File: src/ocd_pkg.sv
// package: register map, field positions, stage config and helpers for the output channel dividers
package ocd_pkg;

   // ==========================================================================
   // register indices (byte address is four times the index)
   // ==========================================================================
   localparam logic [11:0] IDX_PECL1_COUNTS = 12'h196;
   localparam logic [11:0] IDX_PECL1_CTRL = 12'h197;
   localparam logic [11:0] IDX_PECL1_ROUTE = 12'h198;
   localparam logic [11:0] IDX_C2_S1_COUNTS = 12'h199;
   localparam logic [11:0] IDX_C2_PHASE = 12'h19a;
   localparam logic [11:0] IDX_C2_S2_COUNTS = 12'h19b;
   localparam logic [11:0] IDX_C2_CTRL = 12'h19c;
   localparam logic [11:0] IDX_C2_DCC = 12'h19d;
   localparam logic [11:0] IDX_C3_S1_COUNTS = 12'h19e;
   localparam logic [11:0] IDX_SRC_SEL = 12'h1e1;

   // ==========================================================================
   // reset values
   // ==========================================================================
   localparam logic [7:0] RST_REG = 8'h00;
   localparam logic [1:0] RST_SRC_SEL = 2'h0;

   // ==========================================================================
   // field positions
   // ==========================================================================
   localparam int PECL_BYPASS_BIT = 7;
   localparam int PECL_NOSYNC_BIT = 6;
   localparam int PECL_FORCE_BIT = 5;
   localparam int PECL_START_BIT = 4;
   localparam int ROUTE_DIRECT_BIT = 1;
   localparam int DCC_OFF_BIT = 0;
   localparam int C2_BYPASS2_BIT = 5;
   localparam int C2_BYPASS1_BIT = 4;
   localparam int C2_NOSYNC_BIT = 3;
   localparam int C2_FORCE_BIT = 2;
   localparam int C2_START2_BIT = 1;
   localparam int C2_START1_BIT = 0;
   localparam int UPPER_LSB = 4;
   localparam int LOWER_LSB = 0;

   // ==========================================================================
   // direct route source codes
   // ==========================================================================
   localparam logic [1:0] SRC_OSC = 2'h2;
   localparam logic [1:0] SRC_EXT = 2'h0;
   localparam logic [1:0] SRC_NONE = 2'h1;

   // ==========================================================================
   // types
   // ==========================================================================
   typedef enum logic [1:0] {stage_hold, stage_delay, stage_run} ocd_stage_e;

   typedef struct packed {
      logic [3:0] lo;
      logic [3:0] hi;
      logic [3:0] phase;
      logic bypass;
      logic start_hi;
      logic dcc_on;
   } ocd_stage_cfg_s;

   // ==========================================================================
   // helpers
   // ==========================================================================
   // nibble extraction, used for the pecl and channel two count and phase fields
   function automatic logic [3:0] upper_nib(input logic [7:0] v);
      upper_nib = v[UPPER_LSB +: 4];
   endfunction

   function automatic logic [3:0] lower_nib(input logic [7:0] v);
      lower_nib = v[LOWER_LSB +: 4];
   endfunction

   // high-phase terminal count; with correction on the period splits in half
   function automatic logic [4:0] high_limit(input logic [3:0] lo, input logic [3:0] hi,
                                             input logic dcc);
      logic [5:0] total;
      total = 6'({2'h0, lo}) + 6'({2'h0, hi}) + 6'h02;
      high_limit = dcc ? 5'((total >> 1) - 6'h01) : {1'b0, hi};
   endfunction

   // low-phase terminal count, the remainder of the period
   function automatic logic [4:0] low_limit(input logic [3:0] lo, input logic [3:0] hi,
                                            input logic dcc);
      logic [5:0] total;
      total = 6'({2'h0, lo}) + 6'({2'h0, hi}) + 6'h02;
      low_limit = dcc ? 5'(total - (total >> 1) - 6'h01) : {1'b0, lo};
   endfunction

endpackage

File: src/ocd_top.sv
// output channel dividers: apb register file, divider stages and output pair routing

// ============================================================================
// one divider stage
// ============================================================================
module ocd_div_stage (
   input wire logic ref_clk,
   input wire logic rst,
   input wire logic tick_in,
   input wire logic lvl_in,
   input wire logic sync_hold,
   input wire logic force_on,
   input wire logic force_lvl,
   input wire ocd_pkg::ocd_stage_cfg_s cfg,
   output logic lvl_out,
   output logic tick_out
);

   ocd_pkg::ocd_stage_e state;
   ocd_pkg::ocd_stage_e next_state;
   logic [4:0] cnt;
   logic [4:0] next_cnt;
   logic [3:0] pcnt;
   logic [3:0] next_pcnt;
   logic next_lvl;
   logic next_tick;
   wire logic [4:0] hi_lim;
   wire logic [4:0] lo_lim;
   wire logic [4:0] cur_lim;

   // terminal counts for the present level, corrected when asked
   assign hi_lim = ocd_pkg::high_limit(cfg.lo, cfg.hi, cfg.dcc_on);
   assign lo_lim = ocd_pkg::low_limit(cfg.lo, cfg.hi, cfg.dcc_on);
   assign cur_lim = lvl_out ? hi_lim : lo_lim;

   // next-state logic; bypass, force and sync override the counter
   always_comb begin
      next_state = state;
      next_cnt = cnt;
      next_pcnt = pcnt;
      next_lvl = lvl_out;
      next_tick = 1'b0;
      if (cfg.bypass) begin
         // counter idles, so the divider logic is effectively powered down
         next_lvl = lvl_in;
         next_tick = tick_in;
         next_state = ocd_pkg::stage_hold;
         next_cnt = 5'h00;
      end else if (force_on) begin
         next_lvl = force_lvl;
         next_state = ocd_pkg::stage_hold;
         next_cnt = 5'h00;
      end else if (sync_hold) begin
         next_lvl = cfg.start_hi;
         next_state = ocd_pkg::stage_hold;
         next_cnt = 5'h00;
      end else begin
         case (state)
            ocd_pkg::stage_hold: begin
               next_pcnt = cfg.phase;
               next_state = (cfg.phase == 4'h0) ? ocd_pkg::stage_run : ocd_pkg::stage_delay;
            end
            ocd_pkg::stage_delay: begin
               // start level is held while the offset counts down
               if (tick_in) begin
                  next_pcnt = pcnt - 4'h1;
                  if (pcnt == 4'h1) begin
                     next_state = ocd_pkg::stage_run;
                  end
               end
            end
            ocd_pkg::stage_run: begin
               if (tick_in) begin
                  if (cnt >= cur_lim) begin
                     next_lvl = ~lvl_out;
                     next_cnt = 5'h00;
                     next_tick = ~lvl_out;
                  end else begin
                     next_cnt = cnt + 5'h01;
                  end
               end
            end
            default: begin
               next_state = ocd_pkg::stage_hold;
            end
         endcase
      end
   end

   // stage registers
   always_ff @(posedge ref_clk or posedge rst) begin
      if (rst) begin
         state <= ocd_pkg::stage_hold;
         cnt <= 5'h00;
         pcnt <= 4'h0;
         lvl_out <= 1'b0;
         tick_out <= 1'b0;
      end else begin
         state <= next_state;
         cnt <= next_cnt;
         pcnt <= next_pcnt;
         lvl_out <= next_lvl;
         tick_out <= next_tick;
      end
   end

endmodule

// ============================================================================
// top: apb slave and channel wiring
// ============================================================================
module ocd_top #(
   parameter int ADDR_W = 14
) (
   input wire logic ref_clk,
   input wire logic rst,
   input wire logic psel,
   input wire logic penable,
   input wire logic pwrite,
   input wire logic [ADDR_W-1:0] paddr,
   input wire logic [31:0] pwdata,
   output logic [31:0] prdata,
   output logic pready,
   output logic pslverr,
   input wire logic sync_req,
   input wire logic osc_in,
   input wire logic ext_in,
   output logic pair_b_true_output,
   output logic pair_b_comp_output,
   output logic chan2_clk_out,
   output logic chan2_stage1_out
);

   // ==========================================================================
   // register file
   // ==========================================================================
   logic [7:0] pecl_div1_counts;
   logic [7:0] pecl_div1_start_and_phase;
   logic [7:0] pecl_div1_route_and_duty;
   logic [7:0] chan2_stage1_counts;
   logic [7:0] chan2_phase_offsets;
   logic [7:0] chan2_stage2_counts;
   logic [7:0] chan2_control;
   logic [7:0] chan2_duty_correction;
   logic [7:0] chan3_stage1_counts;
   logic [1:0] src_select;
   logic dist_lvl;
   logic next_pair;

   wire logic [11:0] idx;
   wire logic access;
   wire logic wr_en;
   wire logic hit;
   wire logic [7:0] rd_byte;

   // one wait state: pready rises in the second access cycle
   assign idx = paddr[13:2];
   assign access = psel & penable & ~pready;
   assign wr_en = psel & penable & pready & pwrite & hit; // lands only at the completing edge
   assign hit = (idx == ocd_pkg::IDX_PECL1_COUNTS) || (idx == ocd_pkg::IDX_PECL1_CTRL) ||
                (idx == ocd_pkg::IDX_PECL1_ROUTE) || (idx == ocd_pkg::IDX_C2_S1_COUNTS) ||
                (idx == ocd_pkg::IDX_C2_PHASE) || (idx == ocd_pkg::IDX_C2_S2_COUNTS) ||
                (idx == ocd_pkg::IDX_C2_CTRL) || (idx == ocd_pkg::IDX_C2_DCC) ||
                (idx == ocd_pkg::IDX_C3_S1_COUNTS) || (idx == ocd_pkg::IDX_SRC_SEL);

   // read selection; unmapped words read zero
   assign rd_byte = (idx == ocd_pkg::IDX_PECL1_COUNTS) ? pecl_div1_counts :
                    (idx == ocd_pkg::IDX_PECL1_CTRL) ? pecl_div1_start_and_phase :
                    (idx == ocd_pkg::IDX_PECL1_ROUTE) ? pecl_div1_route_and_duty :
                    (idx == ocd_pkg::IDX_C2_S1_COUNTS) ? chan2_stage1_counts :
                    (idx == ocd_pkg::IDX_C2_PHASE) ? chan2_phase_offsets :
                    (idx == ocd_pkg::IDX_C2_S2_COUNTS) ? chan2_stage2_counts :
                    (idx == ocd_pkg::IDX_C2_CTRL) ? chan2_control :
                    (idx == ocd_pkg::IDX_C2_DCC) ? chan2_duty_correction :
                    (idx == ocd_pkg::IDX_C3_S1_COUNTS) ? chan3_stage1_counts :
                    (idx == ocd_pkg::IDX_SRC_SEL) ? {6'h00, src_select} : 8'h00;

   // apb answer registers
   always_ff @(posedge ref_clk or posedge rst) begin
      if (rst) begin
         pready <= 1'b0;
         pslverr <= 1'b0;
         prdata <= 32'h0000_0000;
      end else begin
         pready <= access;
         pslverr <= access & ~hit;
         prdata <= (access & ~pwrite) ? {24'h00_0000, rd_byte} : 32'h0000_0000;
      end
   end

   // register writes, byte taken from the low lane
   always_ff @(posedge ref_clk or posedge rst) begin
      if (rst) begin
         pecl_div1_counts <= ocd_pkg::RST_REG;
         pecl_div1_start_and_phase <= ocd_pkg::RST_REG;
         pecl_div1_route_and_duty <= ocd_pkg::RST_REG;
         chan2_stage1_counts <= ocd_pkg::RST_REG;
         chan2_phase_offsets <= ocd_pkg::RST_REG;
         chan2_stage2_counts <= ocd_pkg::RST_REG;
         chan2_control <= ocd_pkg::RST_REG;
         chan2_duty_correction <= ocd_pkg::RST_REG;
         chan3_stage1_counts <= ocd_pkg::RST_REG;
         src_select <= ocd_pkg::RST_SRC_SEL;
      end else if (wr_en) begin
         case (idx)
            ocd_pkg::IDX_PECL1_COUNTS: pecl_div1_counts <= pwdata[7:0];
            ocd_pkg::IDX_PECL1_CTRL: pecl_div1_start_and_phase <= pwdata[7:0];
            ocd_pkg::IDX_PECL1_ROUTE: pecl_div1_route_and_duty <= pwdata[7:0] & 8'h03;
            ocd_pkg::IDX_C2_S1_COUNTS: chan2_stage1_counts <= pwdata[7:0];
            ocd_pkg::IDX_C2_PHASE: chan2_phase_offsets <= pwdata[7:0];
            ocd_pkg::IDX_C2_S2_COUNTS: chan2_stage2_counts <= pwdata[7:0];
            ocd_pkg::IDX_C2_CTRL: chan2_control <= pwdata[7:0] & 8'h3f;
            ocd_pkg::IDX_C2_DCC: chan2_duty_correction <= pwdata[7:0] & 8'h01;
            ocd_pkg::IDX_C3_S1_COUNTS: chan3_stage1_counts <= pwdata[7:0];
            ocd_pkg::IDX_SRC_SEL: src_select <= pwdata[1:0];
            default: src_select <= src_select;
         endcase
      end
   end

   // ==========================================================================
   // stage configuration decode
   // ==========================================================================
   wire ocd_pkg::ocd_stage_cfg_s pecl_cfg;
   wire ocd_pkg::ocd_stage_cfg_s c2s1_cfg;
   wire ocd_pkg::ocd_stage_cfg_s c2s2_cfg;
   wire logic pecl_sync_hold;
   wire logic pecl_force_on;
   wire logic c2_sync_hold;
   wire logic c2_force_on;
   wire logic pecl_lvl;
   wire logic pecl_tick;
   wire logic s1_lvl;
   wire logic s1_tick;
   wire logic s2_lvl;

   // differential channel divider
   assign pecl_cfg.lo = ocd_pkg::upper_nib(pecl_div1_counts);
   assign pecl_cfg.hi = ocd_pkg::lower_nib(pecl_div1_counts);
   assign pecl_cfg.phase = ocd_pkg::lower_nib(pecl_div1_start_and_phase);
   assign pecl_cfg.bypass = pecl_div1_start_and_phase[ocd_pkg::PECL_BYPASS_BIT];
   assign pecl_cfg.start_hi = pecl_div1_start_and_phase[ocd_pkg::PECL_START_BIT];
   assign pecl_cfg.dcc_on = ~pecl_div1_route_and_duty[ocd_pkg::DCC_OFF_BIT];

   // cascaded channel two stages
   assign c2s1_cfg.lo = ocd_pkg::upper_nib(chan2_stage1_counts);
   assign c2s1_cfg.hi = ocd_pkg::lower_nib(chan2_stage1_counts);
   assign c2s1_cfg.phase = ocd_pkg::lower_nib(chan2_phase_offsets);
   assign c2s1_cfg.bypass = chan2_control[ocd_pkg::C2_BYPASS1_BIT];
   assign c2s1_cfg.start_hi = chan2_control[ocd_pkg::C2_START1_BIT];
   assign c2s1_cfg.dcc_on = ~chan2_duty_correction[ocd_pkg::DCC_OFF_BIT];
   assign c2s2_cfg.lo = ocd_pkg::upper_nib(chan2_stage2_counts);
   assign c2s2_cfg.hi = ocd_pkg::lower_nib(chan2_stage2_counts);
   assign c2s2_cfg.phase = ocd_pkg::upper_nib(chan2_phase_offsets);
   assign c2s2_cfg.bypass = chan2_control[ocd_pkg::C2_BYPASS2_BIT];
   assign c2s2_cfg.start_hi = chan2_control[ocd_pkg::C2_START2_BIT];
   assign c2s2_cfg.dcc_on = ~chan2_duty_correction[ocd_pkg::DCC_OFF_BIT];

   // sync gating: ignored channels see the forced level instead of a restart
   assign pecl_sync_hold = sync_req & ~pecl_div1_start_and_phase[ocd_pkg::PECL_NOSYNC_BIT];
   assign pecl_force_on = sync_req & pecl_div1_start_and_phase[ocd_pkg::PECL_NOSYNC_BIT];
   assign c2_sync_hold = sync_req & ~chan2_control[ocd_pkg::C2_NOSYNC_BIT];
   assign c2_force_on = sync_req & chan2_control[ocd_pkg::C2_NOSYNC_BIT];

   // ==========================================================================
   // distribution clock and stages
   // ==========================================================================
   // each ref_clk cycle is one divider input cycle; the toggle gives bypassed stages a level
   always_ff @(posedge ref_clk or posedge rst) begin
      if (rst) begin
         dist_lvl <= 1'b0;
      end else begin
         dist_lvl <= ~dist_lvl;
      end
   end

   ocd_div_stage u_pecl_div (
      .ref_clk(ref_clk),
      .rst(rst),
      .tick_in(1'b1),
      .lvl_in(dist_lvl),
      .sync_hold(pecl_sync_hold),
      .force_on(pecl_force_on),
      .force_lvl(pecl_div1_start_and_phase[ocd_pkg::PECL_FORCE_BIT]),
      .cfg(pecl_cfg),
      .lvl_out(pecl_lvl),
      .tick_out(pecl_tick)
   );

   ocd_div_stage u_c2_stage1 (
      .ref_clk(ref_clk),
      .rst(rst),
      .tick_in(1'b1),
      .lvl_in(dist_lvl),
      .sync_hold(c2_sync_hold),
      .force_on(c2_force_on),
      .force_lvl(chan2_control[ocd_pkg::C2_FORCE_BIT]),
      .cfg(c2s1_cfg),
      .lvl_out(s1_lvl),
      .tick_out(s1_tick)
   );

   // stage two advances on stage one rising edges, so ratios multiply; with stage one bypassed it advances every cycle
   ocd_div_stage u_c2_stage2 (
      .ref_clk(ref_clk),
      .rst(rst),
      .tick_in(s1_tick),
      .lvl_in(s1_lvl),
      .sync_hold(c2_sync_hold),
      .force_on(c2_force_on),
      .force_lvl(chan2_control[ocd_pkg::C2_FORCE_BIT]),
      .cfg(c2s2_cfg),
      .lvl_out(s2_lvl),
      .tick_out()
   );

   // ==========================================================================
   // output pair routing
   // ==========================================================================
   // code 01 and the undefined 11 leave the divider in the path
   always_comb begin
      next_pair = pecl_lvl;
      if (pecl_div1_route_and_duty[ocd_pkg::ROUTE_DIRECT_BIT]) begin
         if (src_select == ocd_pkg::SRC_OSC) begin
            next_pair = osc_in;
         end else if (src_select == ocd_pkg::SRC_EXT) begin
            next_pair = ext_in;
         end else begin
            next_pair = pecl_lvl;
         end
      end
   end

   // output flops; one cycle of latency is traded for clean outputs
   always_ff @(posedge ref_clk or posedge rst) begin
      if (rst) begin
         pair_b_true_output <= 1'b0;
         pair_b_comp_output <= 1'b1;
         chan2_clk_out <= 1'b0;
         chan2_stage1_out <= 1'b0;
      end else begin
         pair_b_true_output <= next_pair;
         pair_b_comp_output <= ~next_pair;
         chan2_clk_out <= s2_lvl;
         chan2_stage1_out <= s1_lvl;
      end
   end

   // pecl tick is only needed by a downstream stage this channel lacks
   wire logic unused_pecl_tick;
   assign unused_pecl_tick = pecl_tick;

endmodule

File: config.mk
export PLATFORM = sky130hd
export DESIGN_NAME = ocd_top
export DESIGN_NICKNAME = d
export VERILOG_FILES = /design/src/ocd_pkg.sv /design/src/ocd_top.sv
export SDC_FILE = /design/constraint.sdc
export NUM_CORES = 1
export LEC_CHECK = 0
export BUFFER_PORTS_ARGS = -buffer_cell sky130_fd_sc_hd__buf_2
export CAP_MARGIN = 20
export CORE_MARGIN = 5
export CORE_UTILIZATION = 32
export DETAILED_ROUTE_END_ITERATION = 16
export GPL_ROUTABILITY_DRIVEN = 0
export PLACE_DENSITY = 0.48
export SLEW_MARGIN = 20
export SYNTH_ARGS = -nofsm -noshare
export SYNTH_HDL_FRONTEND = slang
export SYNTH_HIERARCHICAL = 1
export SYNTH_SLANG_ARGS = --single-unit
File: constraint.sdc
create_clock -name ref_clk -period 4.2 [get_ports ref_clk]
set_input_delay 0.42 -clock ref_clk [delete_from_list [all_inputs] [get_ports ref_clk]]
set_output_delay 0.42 -clock ref_clk [all_outputs]
set_load 0.005 [all_outputs]
## Word level (Yosys, flattened, before mapping)

Cells that the tools add are included.

| word-level totals | value |
|---|---|
| register bits after elaboration | 111 |
| word-level logic and storage cells | 240 |

| operators by class | value |
|---|---|
| add/subtract/negate cells | 21 |
| magnitude comparators | 3 |
| bitwise logic cells | 28 |
| equality and inequality tests | 28 |
| muxes and demuxes | 83 |
| reduce and logical (&&, ||, !) cells | 46 |

Operator list:

| cell | count |
|---|---|
| two-way mux 5 bit | 25 |
| equality test 12 x 9 -> 1 bit (second input constant) | 10 |
| two-way mux 8 bit | 10 |
| two-way mux 2 bit | 17 |
| AND reduction 2 bit | 15 |
| subtractor 5 x 1 -> 5 bit (second input constant) | 6 |
| nonzero test 4 bit | 7 |
| two-way mux 1 bit | 24 |
| one-hot mux 4 bit (2 select lines) | 3 |
| adder 5 x 2 -> 6 bit (second input constant) | 3 |
| one-hot mux 2 bit (3 select lines) | 3 |
| NOT 1 bit | 17 |
| adder 4 x 4 -> 5 bit | 3 |
| adder 5 x 1 -> 5 bit (second input constant) | 3 |
| greater-or-equal comparator 5 bit | 3 |
| inequality test 5 x 4 -> 1 bit (second input constant) | 3 |
| subtractor 5 bit | 3 |
| equality test 4 x 1 -> 1 bit (second input constant) | 3 |
| zero test 4 bit | 3 |
| inequality test 4 bit (second input constant) | 3 |
| subtractor 4 x 1 -> 4 bit (second input constant) | 3 |
| bitwise AND 1 bit | 11 |
| logical OR 1 bit | 9 |
| equality test 2 bit (second input constant) | 4 |
| other kinds (9) | 18 |

## Logic depth before layout (Yosys ltp)

| depth | value |
|---|---|
| depth in word-level cells | 13 |
| gate-level depth with buffers | 17 |

## By module

The synthesis kept the hierarchy.

By module, submodules not included:

| module | area an instance (um^2) | times used | sequential area each (um^2) | cells each |
|---|---|---|---|---|
| ocd_top | 3706.1 | 1 | 1853.0 | 315 |
| ocd_div_stage (u_c2_stage2 ...) | 1397.6 | 2 | 325.3 | 155 |
| ocd_div_stage (u_c2_stage1) | 1396.3 | 1 | 325.3 | 158 |

## Worst setup path before layout

OpenSTA, ideal clock, no wires.

| timing path | value |
|---|---|
| path kind | flip-flop to flip-flop |
| start point | register chan2_stage2_counts[5] |
| end point | register u_c2_stage2/tick_out (netlist name) |
| stages on the path, launching flop included | 18 |
| path buffers | 0 |
| required time | 4.122 ns |
| setup time | 0.078 ns |
| arrival time | 3.961 ns |
| setup slack | 0.161 ns |
| clock period less this slack | 4.039 ns |
| cell sequence | dfrtp_1 > inv_1 > ha_1 > inv_1 > ha_1 > fa_1 > xnor2_1 > ha_1 > a21oi_1 > o21ai_0 > xnor2_1 > mux4_2 > ha_1 > o211ai_1 > o21ai_0 > a21oi_1 > or4_1 > a21boi_1 |

RTL lines:

| item | line | source |
|---|---|---|
| start, declared | ocd_top.sv:142 | `logic [7:0] chan2_stage2_counts;` |
| start signal, assigned | ocd_top.sv:199 | `chan2_stage2_counts <= ocd_pkg::RST_REG;` |
| start signal, assigned | ocd_top.sv:211 | `ocd_pkg::IDX_C2_S2_COUNTS: chan2_stage2_counts <= pwdata[7:0];` |

## Final worst setup path

| timing path | value |
|---|---|
| start point | register chan2_stage1_counts[1] |
| end point | register u_c2_stage1.lvl_out |

| between the ends | value |
|---|---|
| word-level cells in the longest chain between the ends | 9 |
| elaborated cells on any way between the ends | 11 |
| classes of those cells | add/sub: 5; order compare: 1; mux: 3; reduce/logical: 2 |

Ends and longest elaborated chain:

| item | line | source |
|---|---|---|
| start, declared | ocd_top.sv:140 | `logic [7:0] chan2_stage1_counts;` |
| start signal, assigned | ocd_top.sv:197 | `chan2_stage1_counts <= ocd_pkg::RST_REG;` |
| start signal, assigned | ocd_top.sv:209 | `ocd_pkg::IDX_C2_S1_COUNTS: chan2_stage1_counts <= pwdata[7:0];` |
| adder 4 x 4 -> 5 bit | ocd_pkg.sv:79, ocd_pkg.sv:87 |  |
| adder 5 x 2 -> 6 bit | ocd_pkg.sv:79 | `total = 6'({2'h0, lo}) + 6'({2'h0, hi}) + 6'h02;` |
| subtractor 5 bit | ocd_pkg.sv:88 | `low_limit = dcc ? 5'(total - (total >> 1) - 6'h01) : {1'b0, lo};` |
| subtractor 5 x 1 -> 5 bit | ocd_pkg.sv:88 |  |
| two-way mux 5 bit | ocd_pkg.sv:88 |  |
| two-way mux 5 bit * | ocd_top.sv:34 | `assign cur_lim = lvl_out ? hi_lim : lo_lim;` |
| greater-or-equal comparator 5 bit * | ocd_top.sv:74 | `if (cnt >= cur_lim) begin` |
| nonzero test 4 bit (no source line) * | - |  |
| AND reduction 2 bit (no source line) * | - |  |
| end signal, assigned | ocd_top.sv:102 | `lvl_out <= next_lvl;` |
| end, declared | ocd_top.sv:15 | `output logic lvl_out,` |

Every way passes the cells marked *; elsewhere a longest branch is shown, timed or not.
A chain may end at the register's enable or synchronous reset.

==> impl_metrics.yaml <==
status:
  status: "finished, final reports clean"
worst_setup_path:
  r2r-start: "chan2_stage1_counts[1]"
  rrSetupSlack_ps: 220
  end_kind: "flip-flop"
  criticalPathCategory: "flip-flop to flip-flop"
  reg2reg_depth: 17
  rr_endpoint: "u_c2_stage1/lvl_out"
  timing.critical_path.from: "chan2_stage1_counts[1]"
  start_kind: "flip-flop"
  cp_data_required_time_ps: 4450
  worst_ep_arrival_time_ps: 4240
  worst-path-max-fanout: 7
layout:
  fillCellCount: 2456
  area_growth_pct: 13.7
  instances_no_fill: 1174
  final_cell_area_um2: 8870
  finalCoreUtilization: 0.367
  final_layout_size_suffix_gt1_frac: 0.246
  nNetsFinal: 968
  antenna_cells: 0
  register_area_um2: 2780
  multi_input_area_um2: 4650
floorplan:
  die_h_um: 166
  die_x_um: 166
  num_rows: 57
  initial_core_util: 0.323
  core-area_um2: 24200
  die_area_um2: 27600
  io_pins: 92
pwr:
  power.share.clock: 0.409
  p_switching_uw: 558
  pwr-share-seq: 0.512
  combPwrFrac: 0.079
  cellPowerDensity_nw_per_um2: 244
  swShare: 0.257
  internal-power_mw: 1.61
  p_leak_nw: 4.12
  ir_drop_uv: 159
cts:
  cts_inserted_buffers: 9
  htree_num_levels: 3
  cts_buffer_depth: 2
  cts_hold_buf: 0
  clkLatencyLatePin_ps: 360
  root_buffer: "clkbuf_16"
  cts_tree: "yes"
  path_clk_slew_ps: 80
  cts.sinks: 111
sta:
  relSlewSlack: 0.272
  final-setup-viol-count: 0
  worstMarginPinSlew_ps: 1080
  fmax_mhz: 251
  hold_viol_final: 0
  finalMaxSlewViolations: 0
  min_period_over_period: 0.948
  period_needed_ps: 3980
  clock_skew_ps: 7.75
  setup_tns_ps: 0
  rsz0062_at_grt: "false"
route:
  dr_total_vias: 5810
  dr.pass1.iters: 4
  drt_iter0_markers: 243
  viasPerCell: 4.95
  drc: 0
  drt-total-wl_mm: 20.0
  avgRoutedWirePerCell_um: 17.0
  antenna_left: 0
yosys:
  synth_warnings: 6
  synth_area_um2: 7800
  synth_cells: 773
  avgSynthCellArea_um2: 10.1
global_route:
  gr-usage-all-layers: 0.145
  grt_max_degree: 51
  antenna_found_initial: 0
  grt_pass1_wl_mm: 32.1
  grt_pass1_vias: 5717
  grt-ovfl-total: 0
place:
  dp.cells: 1156
  place_hpwl_mm: 15.3
  placed_area_um2: 8510
  port_buffers: 41
min_path:
  hp-class: "input pin to asynchronous set/reset pin"
job:
  maxCapViolCount: 0
-- flip-flops by register name (all words and copies together) (netlist names), 6 cells and up --
signal and flops:
chan2_stage2_counts 8, chan3_stage1_counts 8, chan2_phase_offsets 8, prdata 8, pecl_div1_counts 8, chan2_stage1_counts 8, pecl_div1_start_and_phase 8, chan2_control 6
-- cell type report --
cell class              instances  share of cell area
repair buffers                 80              0.0561
flip-flops and latches        111               0.313
inverters                      65              0.0276
clock inverters                 5             0.00733
multi-input cells             578               0.524
well taps                     324              0.0457
clock buffers                  11              0.0262
-- critical path: stages, from the launching register on --
cell	delay [ps]
dfrtp_1	340
inv_1	40
ha_1	260
inv_1	40
ha_1	210
fa_1	460
xnor2_1	170
ha_1	310
a21oi_1	140
o21ai_0	110
xnor2_1	150
mux4_2	460
ha_1	300
a21oi_1	180
o21ai_2	110
a211oi_4	350
o21ai_0	130
o31a_1	110
-- placed cells by master (no fill, tap or decap), drive strengths merged, types with 4 or more instances in the layout --
cell / n
nand2b: 8
nor2: 36
o21ai: 61
mux4: 12
inv: 66
a22o: 4
dfrtp: 110
nor2b: 10
nor4b: 4
nand4: 7
o22ai: 9
xor2: 6
nor4: 4
a22oi: 7
nand2: 56
a21oi: 38
nand3: 23
nor3: 13
a211o: 4
o211ai: 6
a31oi: 6
nor3b: 11
buf: 80
fa: 6
a21o: 15
mux2: 65
clkbuf: 11
conb: 32
xnor2: 18
ha: 63
mux2i: 11
a211oi: 4
-- metal layers --
layer  global-route usage  share of wire  up-vias
li1                     -              -     2866
met1                0.209           0.50     2847
met2                0.227           0.46       80
met3               0.0186          0.025       17
met4               0.0456          0.015        0
met5                    0              0        -
-- per-stage QoR --
step | hold slack, ps | total power [mW] | setup slack [ps]
6_report | 105 | 2.17 | 217
3_5_place_dp | 494 | 1.31 | 23.6
5_1_grt | 173 | 2.27 | 8.33
2_1_floorplan | 285 | 1.25 | 238
3_3_place_gp | 487 | 1.31 | 22.4
4_1_cts | 120 | 2.21 | 0.000888
-- power groups by stage --
stage | Sequential (mW) | Combinational, mW | Clock [mW]
after floorplan | 1.11 | 0.136 | 0
after global placement | 1.13 | 0.173 | 0
after detailed placement | 1.13 | 0.172 | 0
after CTS | 1.11 | 0.173 | 0.922
after global routing | 1.12 | 0.191 | 0.967
final | 1.11 | 0.171 | 0.888
-- worst max-delay path by stage --
stage          slack [ps]  depth (start not counted)                  end
3_3_place_gp           20                         18    u_pecl_div/cnt[0]
5_1_grt                 8                         17  u_c2_stage1/lvl_out
2_1_floorplan         240                         17   u_c2_stage2/cnt[0]
4_1_cts            0.0009                         18    u_pecl_div/cnt[0]
6_report              220                         17  u_c2_stage1/lvl_out
3_5_place_dp           20                         18    u_pecl_div/cnt[0]
-- repair_timing --
item / CTS / global route
pin swaps: 0 / 6
setup buffers: 0 / 2
setup endpoints to repair: 1 / 16
hold endpoints to repair: 0 / 0
cloned: 0 / 0
gates resized for setup: 1 / 16
Power figures use the tool's default switching activity.
